File: src/hdl/cprs_regs.svh
/*
  Timing constants of the power-up and reset sequencer.
  Assumes a 50 MHz reference clock; counts follow from the millisecond delays.
*/
`ifndef CPRS_REGS_SVH
`define CPRS_REGS_SVH


`define CPRS_CLK_KHZ 50000
`define CPRS_LOCK_MS 100
`define CPRS_PG_IGN_MS 60
`define CPRS_LOCK_CYC (`CPRS_LOCK_MS * `CPRS_CLK_KHZ)
`define CPRS_PG_IGN_CYC (`CPRS_PG_IGN_MS * `CPRS_CLK_KHZ)

`endif

File: src/hdl/cprs_pkg.sv
/*
  Types of the power-up and reset sequencer.
  Assumes nothing beyond a SystemVerilog compiler.
*/
package cprs_pkg;

  typedef enum logic [3:0] {
    ST_OFF     = 4'h0,
    ST_SYSRST  = 4'h1,
    ST_LOCK    = 4'h2,
    ST_BOOT    = 4'h3,
    ST_DCGRATE = 4'h4,
    ST_PLLEN   = 4'h5,
    ST_MCLK    = 4'h6,
    ST_DIVREL  = 4'h7,
    ST_MEMTEST = 4'h8,
    ST_DONE    = 4'h9,
    ST_STANDBY = 4'hA,
    ST_PARK    = 4'hB
  } cprs_state_t;

  typedef struct packed {
    logic master_pll_rstn;
    logic core_rstn;
    logic periph_rstn;
    logic cpu_clk_full;
    logic normal_mode;
    logic ddr_pll_pwrdn;
    logic div_rst;
    logic mirror_clk_en;
    logic rate_load;
    logic mirror_rate_load;
    logic force_low;
    logic drive_en;
    logic gpio_oe;
    logic init_done;
    logic mem_test_start;
    logic park_req;
  } cprs_outs_t;

endpackage : cprs_pkg

File: src/hdl/cprs_sync.sv
/*
  Two-stage level synchroniser, W bits wide.
  Assumes the source is quiet or slow against clk_in.
*/
`timescale 1ns/1ns
`default_nettype none

module cprs_sync #(
  parameter int W = 2
) (
  input wire logic clk_in,           // reference clock
  input wire logic ce_in,            // clock enable
  input wire logic [W-1:0] d_in,     // asynchronous levels
  output logic [W-1:0] q_out         // synchronised levels
);
  logic [W-1:0] meta_r;
  logic [W-1:0] sync_r;

  // no reset: a reset value would fake a falling sense edge
  always_ff @(posedge clk_in) begin
    if (ce_in) begin
      meta_r <= d_in;
      sync_r <= meta_r;
    end
  end

  assign q_out = sync_r;

endmodule : cprs_sync

`default_nettype wire

File: src/hdl/cprs_top.sv
/*
  Power-up, system-reset and bring-up sequencer of the display controller.
  Assumes an external monitor drives power-on sense and power-good, and
  that the processor, DDR PLL and memory tester report through inputs.
*/
`timescale 1ns/1ns
`default_nettype none
`include "cprs_regs.svh"

module cprs_top #(
  parameter int LOCK_CYC = `CPRS_LOCK_CYC,
  parameter int PG_IGN_CYC = `CPRS_PG_IGN_CYC
) (
  input wire logic clk_in,                    // 50 MHz reference
  input wire logic resetn_in,                 // system reset, active low
  input wire logic ce_in,                     // clock enable
  input wire logic power_on_sense_in,         // monitor: supplies good
  input wire logic power_good_warning_in,     // monitor: low = failing soon
  input wire logic boot_done_in,              // processor finished boot
  input wire logic pll_lock_in,               // mirror DDR PLL locked
  input wire logic mem_test_done_in,          // memory test finished
  input wire logic standby_req_in,            // software asks for standby
  input wire logic wake_cmd_in,               // user wake-up command
  output logic master_pll_rstn_out,           // master PLL reset, low
  output logic core_rstn_out,                 // processor reset, low
  output logic periph_rstn_out,               // other resets, low
  output logic cpu_clk_full_out,              // processor clocks full rate
  output logic normal_mode_out,               // normal power mode
  output logic mirror_ddr_pll_pwrdn_out,      // DDR PLL powered down
  output logic ddr_clock_generator_rst_out,   // divider reset
  output logic mirror_clk_en_out,             // derived mirror clocks run
  output logic rate_load_out,                 // load generator rates
  output logic mirror_rate_load_out,          // load mirror clock rates
  output logic mirror_if_low_out,             // mirror outputs forced low
  output logic mirror_reset_drive_enable_out,    // pin value
  output logic mirror_reset_drive_enable_oe_out, // pin driven
  output logic gpio_oe_out,                   // general pins driven
  output logic init_complete_pin_out,         // init complete value
  output logic init_complete_pin_oe_out,      // init complete driven
  output logic mem_test_start_out,            // run memory test
  output logic park_req_out                   // park mirror array
);
  import cprs_pkg::*;

  localparam int LOCK_W = $clog2(LOCK_CYC) + 1;
  localparam int IGN_W = $clog2(PG_IGN_CYC) + 1;

  // ----------------------------------------------------------------
  // output decode per state
  // ----------------------------------------------------------------
  function automatic cprs_outs_t outs_f(input cprs_state_t s);
    cprs_outs_t o;
    o = '0;
    if (s != ST_OFF) begin
      o.master_pll_rstn = 1'b1;
      o.normal_mode = (s != ST_STANDBY);
      o.cpu_clk_full = (s != ST_STANDBY);
      o.ddr_pll_pwrdn = 1'b1;
      o.div_rst = 1'b1;
      o.force_low = 1'b1;
    end
    unique case (s)
      ST_OFF, ST_SYSRST, ST_LOCK: begin
      end
      ST_BOOT: begin
        o.core_rstn = 1'b1;
      end
      ST_DCGRATE: begin
        o.core_rstn = 1'b1;
        o.periph_rstn = 1'b1;
        o.rate_load = 1'b1;
      end
      ST_PLLEN, ST_MCLK: begin
        o.core_rstn = 1'b1;
        o.periph_rstn = 1'b1;
        o.ddr_pll_pwrdn = 1'b0;
        o.mirror_rate_load = (s == ST_MCLK);
      end
      ST_DIVREL, ST_MEMTEST, ST_DONE, ST_PARK: begin
        o.core_rstn = 1'b1;
        o.periph_rstn = 1'b1;
        o.ddr_pll_pwrdn = 1'b0;
        o.div_rst = 1'b0;
        o.mirror_clk_en = 1'b1;
        o.force_low = 1'b0;
        o.drive_en = (s != ST_DIVREL);
        o.mem_test_start = (s == ST_MEMTEST);
        o.init_done = (s == ST_DONE);
        o.gpio_oe = (s == ST_DONE) || (s == ST_PARK);
        o.park_req = (s == ST_PARK);
      end
      ST_STANDBY: begin
        o.core_rstn = 1'b1;
        o.periph_rstn = 1'b1;
        o.gpio_oe = 1'b1;
        o.init_done = 1'b1;
      end
      default: begin
      end
    endcase
    return o;
  endfunction : outs_f

  localparam cprs_outs_t RST_OUTS = outs_f(ST_SYSRST);

  // ----------------------------------------------------------------
  // input synchronisers
  // ----------------------------------------------------------------
  logic [1:0] mon_s;
  logic ps_s;
  logic pg_s;

  cprs_sync #(.W(2)) u_sync (
    .clk_in(clk_in),
    .ce_in(ce_in),
    .d_in({power_on_sense_in, power_good_warning_in}),
    .q_out(mon_s)
  );
  assign ps_s = mon_s[1];
  assign pg_s = mon_s[0];

  // ----------------------------------------------------------------
  // sequencer
  // ----------------------------------------------------------------
  cprs_state_t state_r, state_nxt;
  logic ps_d_r, ps_d_nxt;
  logic [LOCK_W-1:0] lock_cnt_r, lock_cnt_nxt;
  logic [IGN_W-1:0] ign_cnt_r, ign_cnt_nxt;
  logic ign_done_r, ign_done_nxt;
  cprs_outs_t outs_r;
  logic ps_rise;
  logic pg_fail;

  assign ps_rise = ps_s & ~ps_d_r;
  // the warning only counts once the ignore window has run out
  assign pg_fail = ~pg_s & ign_done_r;

  always_comb begin
    state_nxt = state_r;
    ps_d_nxt = ps_s;
    lock_cnt_nxt = lock_cnt_r;
    ign_cnt_nxt = ign_cnt_r;
    ign_done_nxt = ign_done_r;
    if (ps_rise) begin
      ign_cnt_nxt = '0;
      ign_done_nxt = 1'b0;
    end else if (!ign_done_r) begin
      if (ign_cnt_r == IGN_W'(PG_IGN_CYC - 1))
        ign_done_nxt = 1'b1;
      else
        ign_cnt_nxt = ign_cnt_r + 1'b1;
    end
    unique case (state_r)
      ST_OFF: begin
        if (ps_rise) begin
          state_nxt = ST_LOCK;
          lock_cnt_nxt = '0;
        end
      end
      ST_SYSRST: state_nxt = ST_BOOT;
      ST_LOCK: begin
        if (lock_cnt_r == LOCK_W'(LOCK_CYC - 1))
          state_nxt = ST_BOOT;
        else
          lock_cnt_nxt = lock_cnt_r + 1'b1;
      end
      ST_BOOT: if (boot_done_in) state_nxt = ST_DCGRATE;
      ST_DCGRATE: state_nxt = ST_PLLEN;
      ST_PLLEN: if (pll_lock_in) state_nxt = ST_MCLK;
      ST_MCLK: state_nxt = ST_DIVREL;
      ST_DIVREL: state_nxt = ST_MEMTEST;
      ST_MEMTEST: if (mem_test_done_in) state_nxt = ST_DONE;
      ST_DONE: if (standby_req_in) state_nxt = ST_STANDBY;
      ST_STANDBY: if (wake_cmd_in) state_nxt = ST_DCGRATE;
      ST_PARK: if (pg_s) state_nxt = ST_SYSRST;
      default: state_nxt = ST_SYSRST;
    endcase
    if (pg_fail && state_r != ST_OFF && state_r != ST_LOCK &&
        state_r != ST_SYSRST)
      state_nxt = ST_PARK;
    if (!ps_s)
      state_nxt = ST_OFF;
  end

  // system reset leaves the master PLL alone; only sense low resets it
  always_ff @(posedge clk_in) begin
    if (!resetn_in) begin
      // sense low during reset still means power off: keep pins quiet
      state_r <= ps_s ? ST_SYSRST : ST_OFF;
      ps_d_r <= 1'b1;
      lock_cnt_r <= '0;
      ign_cnt_r <= '0;
      ign_done_r <= 1'b1;
      outs_r <= ps_s ? RST_OUTS : cprs_outs_t'('0);
    end else if (ce_in) begin
      state_r <= state_nxt;
      ps_d_r <= ps_d_nxt;
      lock_cnt_r <= lock_cnt_nxt;
      ign_cnt_r <= ign_cnt_nxt;
      ign_done_r <= ign_done_nxt;
      outs_r <= outs_f(state_nxt);
    end
  end

  assign master_pll_rstn_out = outs_r.master_pll_rstn;
  assign core_rstn_out = outs_r.core_rstn;
  assign periph_rstn_out = outs_r.periph_rstn;
  assign cpu_clk_full_out = outs_r.cpu_clk_full;
  assign normal_mode_out = outs_r.normal_mode;
  assign mirror_ddr_pll_pwrdn_out = outs_r.ddr_pll_pwrdn;
  assign ddr_clock_generator_rst_out = outs_r.div_rst;
  assign mirror_clk_en_out = outs_r.mirror_clk_en;
  assign rate_load_out = outs_r.rate_load;
  assign mirror_rate_load_out = outs_r.mirror_rate_load;
  assign mirror_if_low_out = outs_r.force_low;
  assign mirror_reset_drive_enable_out = outs_r.drive_en;
  assign mirror_reset_drive_enable_oe_out = outs_r.drive_en;
  assign gpio_oe_out = outs_r.gpio_oe;
  assign init_complete_pin_out = outs_r.init_done;
  assign init_complete_pin_oe_out = outs_r.gpio_oe;
  assign mem_test_start_out = outs_r.mem_test_start;
  assign park_req_out = outs_r.park_req;
endmodule : cprs_top

`default_nettype wire

File: config.mk
export PLATFORM = sky130hd
export DESIGN_NAME = cprs_top
export DESIGN_NICKNAME = d
export VERILOG_FILES = /design/src/hdl/cprs_pkg.sv /design/src/hdl/cprs_sync.sv /design/src/hdl/cprs_top.sv
export VERILOG_INCLUDE_DIRS = /design/src /design/src/hdl
export SDC_FILE = /design/constraint.sdc
export NUM_CORES = 1
export LEC_CHECK = 0
export ABC_CLOCK_PERIOD_IN_PS = 5400
export CAP_MARGIN = 30
export CORE_MARGIN = 2
export CORE_UTILIZATION = 40
export DETAILED_ROUTE_END_ITERATION = 10
export DONT_BUFFER_PORTS = 1
export MAX_ROUTING_LAYER = met4
export PLACE_DENSITY = 0.53
export SKIP_CTS_REPAIR_TIMING = 1
export SLEW_MARGIN = 25
export SYNTH_ARGS = -nofsm -noshare
export SYNTH_HDL_FRONTEND = slang
export SYNTH_HIERARCHICAL = 1
export SYNTH_SLANG_ARGS = --single-unit
File: constraint.sdc
create_clock -name clk_in -period 5.4 [get_ports clk_in]
set_input_delay 0.27 -clock clk_in [delete_from_list [all_inputs] [get_ports clk_in]]
set_output_delay 0.27 -clock clk_in [all_outputs]
set_load 0.1 [all_outputs]
# Yosys cells after proc, flatten, opt, wreduce, memory -nomap -nowiden
# Index checks and enable logic that the tools add are counted.
[totals]
out_inout_bits = 18
word_cells = 112
mem_count = 0
in_bits = 10
latch_bits = 0
rom_bits = 0
ramBits = 0
regBits = 73
[classes]
n_eq_ne = 31
order_cmp = 0
bitwise = 4
mux = 37
multipliers = 0
n_reduce_logical = 15
div = 0
shifts = 0
add_sub_neg = 2
[op_table]
columns = ["operator", "count"]
rows = [
  ["23-bit two-way mux", 3],
  ["4-bit two-way mux", 13],
  ["16-bit two-way mux", 3],
  ["24-bit two-way mux", 2],
  ["24-bit one-hot mux with 2 select lines", 1],
  ["4-bit one-hot mux with 12 select lines", 1],
  ["4-bit by 3-bit equality test with 1-bit output (second input constant)", 8],
  ["4-bit equality test (second input constant)", 8],
  ["24-bit by 1-bit adder with 24-bit output (second input constant)", 1],
  ["24-bit by 23-bit equality test with 1-bit output (second input constant)", 1],
  ["23-bit by 1-bit adder with 23-bit output (second input constant)", 1],
  ["23-bit by 22-bit equality test with 1-bit output (second input constant)", 1],
  ["4-bit by 2-bit equality test with 1-bit output (second input constant)", 3],
  ["1-bit two-way mux", 10],
  ["9-bit OR reduction", 1],
  ["4-bit nonzero test", 2],
  ["8-bit OR reduction", 1],
  ["2-bit two-way mux", 3],
  ["2-bit inequality test (second input constant)", 3],
  ["6-bit OR reduction", 1],
  ["4-bit by 1-bit equality test with 1-bit output (second input constant)", 1],
  ["4-bit zero test", 1],
  ["2-bit by 1-bit inequality test with 1-bit output (second input constant)", 2],
  ["4-bit by 1-bit inequality test with 1-bit output (second input constant)", 1],
  ["other kinds (13)", 17],
]

# Logic depth before layout (Yosys ltp)
[depth]
ltp_word = 12
depth_mapped = 8
mapped_depth_nobuf = 7

# By module
# Netlist, hierarchy kept.
[modules_own_cells]
columns = ["mod", "cells_per_inst", "seq_area_each_um2", "instances", "area_per_inst_um2"]
rows = [
  ["cprs_top", 394, 1521.5, 1, 3528.4],
  ["cprs_sync", 4, 120.1, 1, 120.1],
]

# Worst setup path before layout
# OpenSTA, ideal clock, no wires.
[synth_timing]
path_type = "reg-to-reg"
startpoint = "reg lock_cnt_r[0]"
endpoint = "reg outs_r, in the netlist mirror_ddr_pll_pwrdn_out (data pin)"
path_slack_ps = 3141
t_arrival_ps = 2002
required_ps = 5143
stages_incl_launch_ff = 9
period_less_slack_ps = 2259
setup_ps = 257
cell_sequence = "dfxtp_1 > ha_1 > inv_1 > or4_4 > nor3_2 > or2_2 > clkbuf_1 > o22ai_1 > a32o_1"
[synth_between]
elab_chain_len = 10
word_cells_on_any_way = 17
[synth_rtl]
columns = ["item", "line", "source"]
rows = [
  ["start: declaration", "cprs_top.sv:127", "logic [LOCK_W-1:0] lock_cnt_r, lock_cnt_nxt;"],
  ["start signal: assignment", "cprs_top.sv:198", "lock_cnt_r <= lock_cnt_nxt;"],
  ["24-bit by 23-bit equality test with 1-bit output (*)", "cprs_top.sv:162", "if (lock_cnt_r == LOCK_W'(LOCK_CYC - 1))"],
  ["4-bit two-way mux (*)", "cprs_top.sv:162", ""],
  ["4-bit one-hot mux with 12 select lines (*)", "cprs_top.sv:153", "unique case (state_r)"],
  ["4-bit two-way mux (*)", "cprs_top.sv:178", "if (pg_fail && state_r != ST_OFF && state_r != ST_LOCK &&"],
  ["4-bit two-way mux (*)", "cprs_top.sv:181", "if (!ps_s)"],
  ["4-bit by 3-bit equality test with 1-bit output, or another cell as far along", "cprs_top.sv:62", "unique case (s)"],
  ["6-bit OR reduction (no line) or 4-bit two-way mux (tied branches)", "--", ""],
  ["1-bit two-way mux (*)", "cprs_top.sv:62", ""],
  ["16-bit two-way mux (*)", "cprs_top.sv:195", "end else if (ce_in) begin"],
  ["16-bit two-way mux (*)", "cprs_top.sv:187", "if (!resetn_in) begin"],
  ["end signal: assignment", "cprs_top.sv:194", "outs_r <= ps_s ? RST_OUTS : cprs_outs_t'('0);"],
  ["end signal: assignment", "cprs_top.sv:201", "outs_r <= outs_f(state_nxt);"],
  ["end: declaration", "cprs_top.sv:130", "cprs_outs_t outs_r;"],
]
# Mark *: on every way between the ends. The rest lies on a longest branch, timed or not. The select of a mux whose other input is x is not followed.
# A chain may end at the register's enable or synchronous reset.

# Final worst setup path
[layout_timing]
startpoint = "reg state_r[0]"
endpoint = "reg lock_cnt_r[5]"
[layout_between]
elab_chain_len = 3
word_cells_on_any_way = 7
[layout_rtl]
columns = ["item", "line", "source"]
rows = [
  ["start: declaration", "cprs_top.sv:125", "cprs_state_t state_r, state_nxt;"],
  ["start signal: assignment", "cprs_top.sv:189", "state_r <= ps_s ? ST_SYSRST : ST_OFF;"],
  ["start signal: assignment", "cprs_top.sv:196", "state_r <= state_nxt;"],
  ["4-bit by 2-bit equality test with 1-bit output or 4-bit zero test (tied branches)", "cprs_top.sv:153", ""],
  ["2-bit inequality test (no line) or 2-bit nonzero test (tied branches)", "--", ""],
  ["4-bit AND reduction (no line)", "--", ""],
]
# Parallel ways exist; a longest one is shown, timed or not.

==> impl_metrics.toml <==
[clock_network]
clk_pin_slew_ps = 80
htreeDepth = 3
cts_buffers = 9
cts_tree = "done"
clkLatencyLatePin_ps = 330
root_buffer = "clkbuf_8"
cts_sinks = 71
clk_path_buf_depth = 2

[flow_run]
max_cap_viol_count = 0

[global_route]
grt_pass1_wl_um = 12920
grt_pass1_vias = 2642
grtUsageTotal = 0.1649
antenna_found_initial = 0
grt_max_degree = 22
grt-ovfl-total = 0

[floorplan]
die_x_um = 99.51
start_util = 0.4163
core_area_um2 = 8763
dieArea_um2 = 9901
rows = 34
ioPinCount = 28
dieHeight_um = 99.51

[place]
hpwlAfterDp_um = 5157
gp_congestion = 0.7648
io_buffers = 0

[worst_setup_path]
cp_top_family = "simple AND/OR/NAND/NOR gates"
timing.rr.start = "state_r[0]"
critical_path_class = "reg -> reg"
start_kind = "register"
slowest_stage = "or3_1"
crit_buf_inv = 0
worstPathMaxFanout = 20
cp-startpoint = "state_r[0]"
crit_top_cell = "or3_1"
arrival_ps = 2920
cpPeakStageDelay_ps = 640
crit_chain = "or3_1 -> or3_1 -> and2_1 -> or4_1 -> a21oi_1"
worstPathRequired_ps = 5670
endpoint_kind = "register"

[pwr]
ir_worst_vdd_mv = 0.1323
power-per-cell-area_nw_per_um2 = 324.8
p_leak_nw = 1.295

[drt]
drcViolationCount = 0
via_per_inst = 5.611
routed.top_layer = "met4"
met1_length_um = 3774
wl_met2_um = 3449
post_drt_wl_per_cell_um = 14.81
drt_iter0_drc = 82
dr_total_vias = 2845
routed_wl_um = 7508
first_pass_iters = 4
wl_met3_um = 241
ant_nets = 0

[synthesis]
synthDistinctLibCells = 62
synth_nets = 410
yosysSeqAreaShare = 0.4499
synth-seq-cells = 71
synth_area_um2 = 3648
synth-edff-count = 22
synthAdderAreaFrac = 0.006859
async_flop_share = 0
synth.area.mux_share = 0.01406
syn_avg_cell_area_um2 = 9.167
synth_compound_area_frac = 0.1557
yosys_warnings = 6
synth_top_family_by_area = "simple AND/OR/NAND/NOR gates"
synth_ff_type = "dfxtp_1"
synthCells = 398
synthSimpleGateAreaFrac = 0.2500
synth-xor-area-share = 0.08162

[timing]
max_freq_mhz = 376.3
worst_slew_pin_slew_ps = 1026
rsz0062_at_grt = "no"
finalHoldViolCount = 0
drv_slew = 0
period_needed_ps = 2658
final.setup.tns_ps = 0
fin_crit_sh = 0.4921
setup_viol = 0
timing.slew.headroom = 0.3176
fin_skew_ps = 8.729

[run_status]
status = "finished clean"

[final_layout]
antenna_cells = 0
fillCellCount = 855
seqCellArea_um2 = 1642
finalNetCount = 406
postLayoutCoreUtil = 0.4617
multiInputGateArea_um2 = 1854
drive_gt1_frac = 0.09273
area_growth_pct = 10.91

[min_path]
min_path_type = "in -> reg"
hp-start = "power_on_sense_in"
[flip-flops by register name, indices dropped and copies added, names as in the netlist, 2 cells and up]
register,flops
lock_cnt_r,24
u_sync/q_out,2
u_sync/meta_r,2
ign_cnt_r,23
state_r,4
[Yosys cell counts (all sizes together), types with 10 or more instances]
master / number / area [um2]
dfxtp: 49 / 980.9
a211oi: 13 / 97.59
edfxtp: 22 / 660.6
nor2: 46 / 172.7
inv: 14 / 52.55
nor3: 11 / 60.06
xnor2: 25 / 219.0
o21ai: 12 / 63.81
nand2: 29 / 108.9
nand4: 10 / 77.57
clkbuf: 12 / 45.04
nand3: 18 / 90.09
a21oi: 19 / 95.09
[final timing paths]
check / to / slack [ps] / cells after the start
worst min register to register: u_sync/q_out[1] / 430 / 0
worst max-delay path: lock_cnt_r[5] / 2740 / 5
worst max register to register: lock_cnt_r[5] / 2740 / 5
worst min-delay path: u_sync/meta_r[1] / 30 / 0
[cell families (layout without fill, tap and decap cells)]
kind of cell,count (synthesis),after routing
buffers and inverters,35,36
AND/OR/NAND/NOR,171,171
AO/OA/AOI/OAI,80,80
adder cells (fa/ha/maj),2,2
multiplexers,5,5
flip-flops,71,71
XOR/XNOR,34,34
[per-stage QoR]
| stage | cell area (um2) | std cells | hold WS, ps | setup slack [ps] | power (W) |
|---|---|---|---|---|---|
| floorplan | 3649 | 398 | 368.9 | 3141 | 0.0007890 |
| global route | 4046 | 507 | 0.6184 | 2573 | 0.001367 |
| finish | 4046 | 507 | 27.05 | 2742 | 0.001314 |
| detailed placement | 3801 | 490 | 338.3 | 2805 | 0.0008251 |
| global placement | 3801 | 490 | 337.5 | 2822 | 0.0008241 |
| CTS | 4036 | 506 | -21.79 | 2763 | 0.001329 |
[placed cells by master (no fill, tap or decap), drive strengths merged, types with 6 or more instances in the layout]
cell type  synthesis  layout
xnor2             25      25
dfxtp             49      49
or2                7       7
a211oi            13      13
clkbuf            12       9
o21ai             12      12
or4                9       9
nand4             10      10
xor2               9       9
a21oi             19      19
nand3             18      18
nor4               6       6
or3                8       8
nand2             29      29
edfxtp            22      22
inv               14      14
nor2              46      46
nor3              11      11
[cell type report]
| type | count | area share |
|---|---|---|
| tap | 108 | 0.03340 |
| timing repair buffer | 6 | 0.03154 |
| inverter | 14 | 0.01299 |
| clock inverter | 7 | 0.02752 |
| multi-input combinational | 292 | 0.4583 |
| clock buffer | 9 | 0.03061 |
| sequential | 71 | 0.4057 |
[per-layer routing]
| metal | track usage | vias to the layer above |
|---|---|---|
| li1 | - | 1454 |
| met5 | - | - |
| met3 | 0.04287 | 2 |
| met1 | 0.2235 | 1348 |
| met2 | 0.2448 | 41 |
| met4 | 0.04531 | 0 |
[where the power goes]
group          internal [W]  leakage [nW]  switching [W]
Combinational     0.0000537         0.550      0.0000852
Clock              0.000304         0.117       0.000197
Sequential         0.000572         0.629       0.000102
Total              0.000929          1.29       0.000385
No activity file was read; power rests on OpenSTA's default activity.
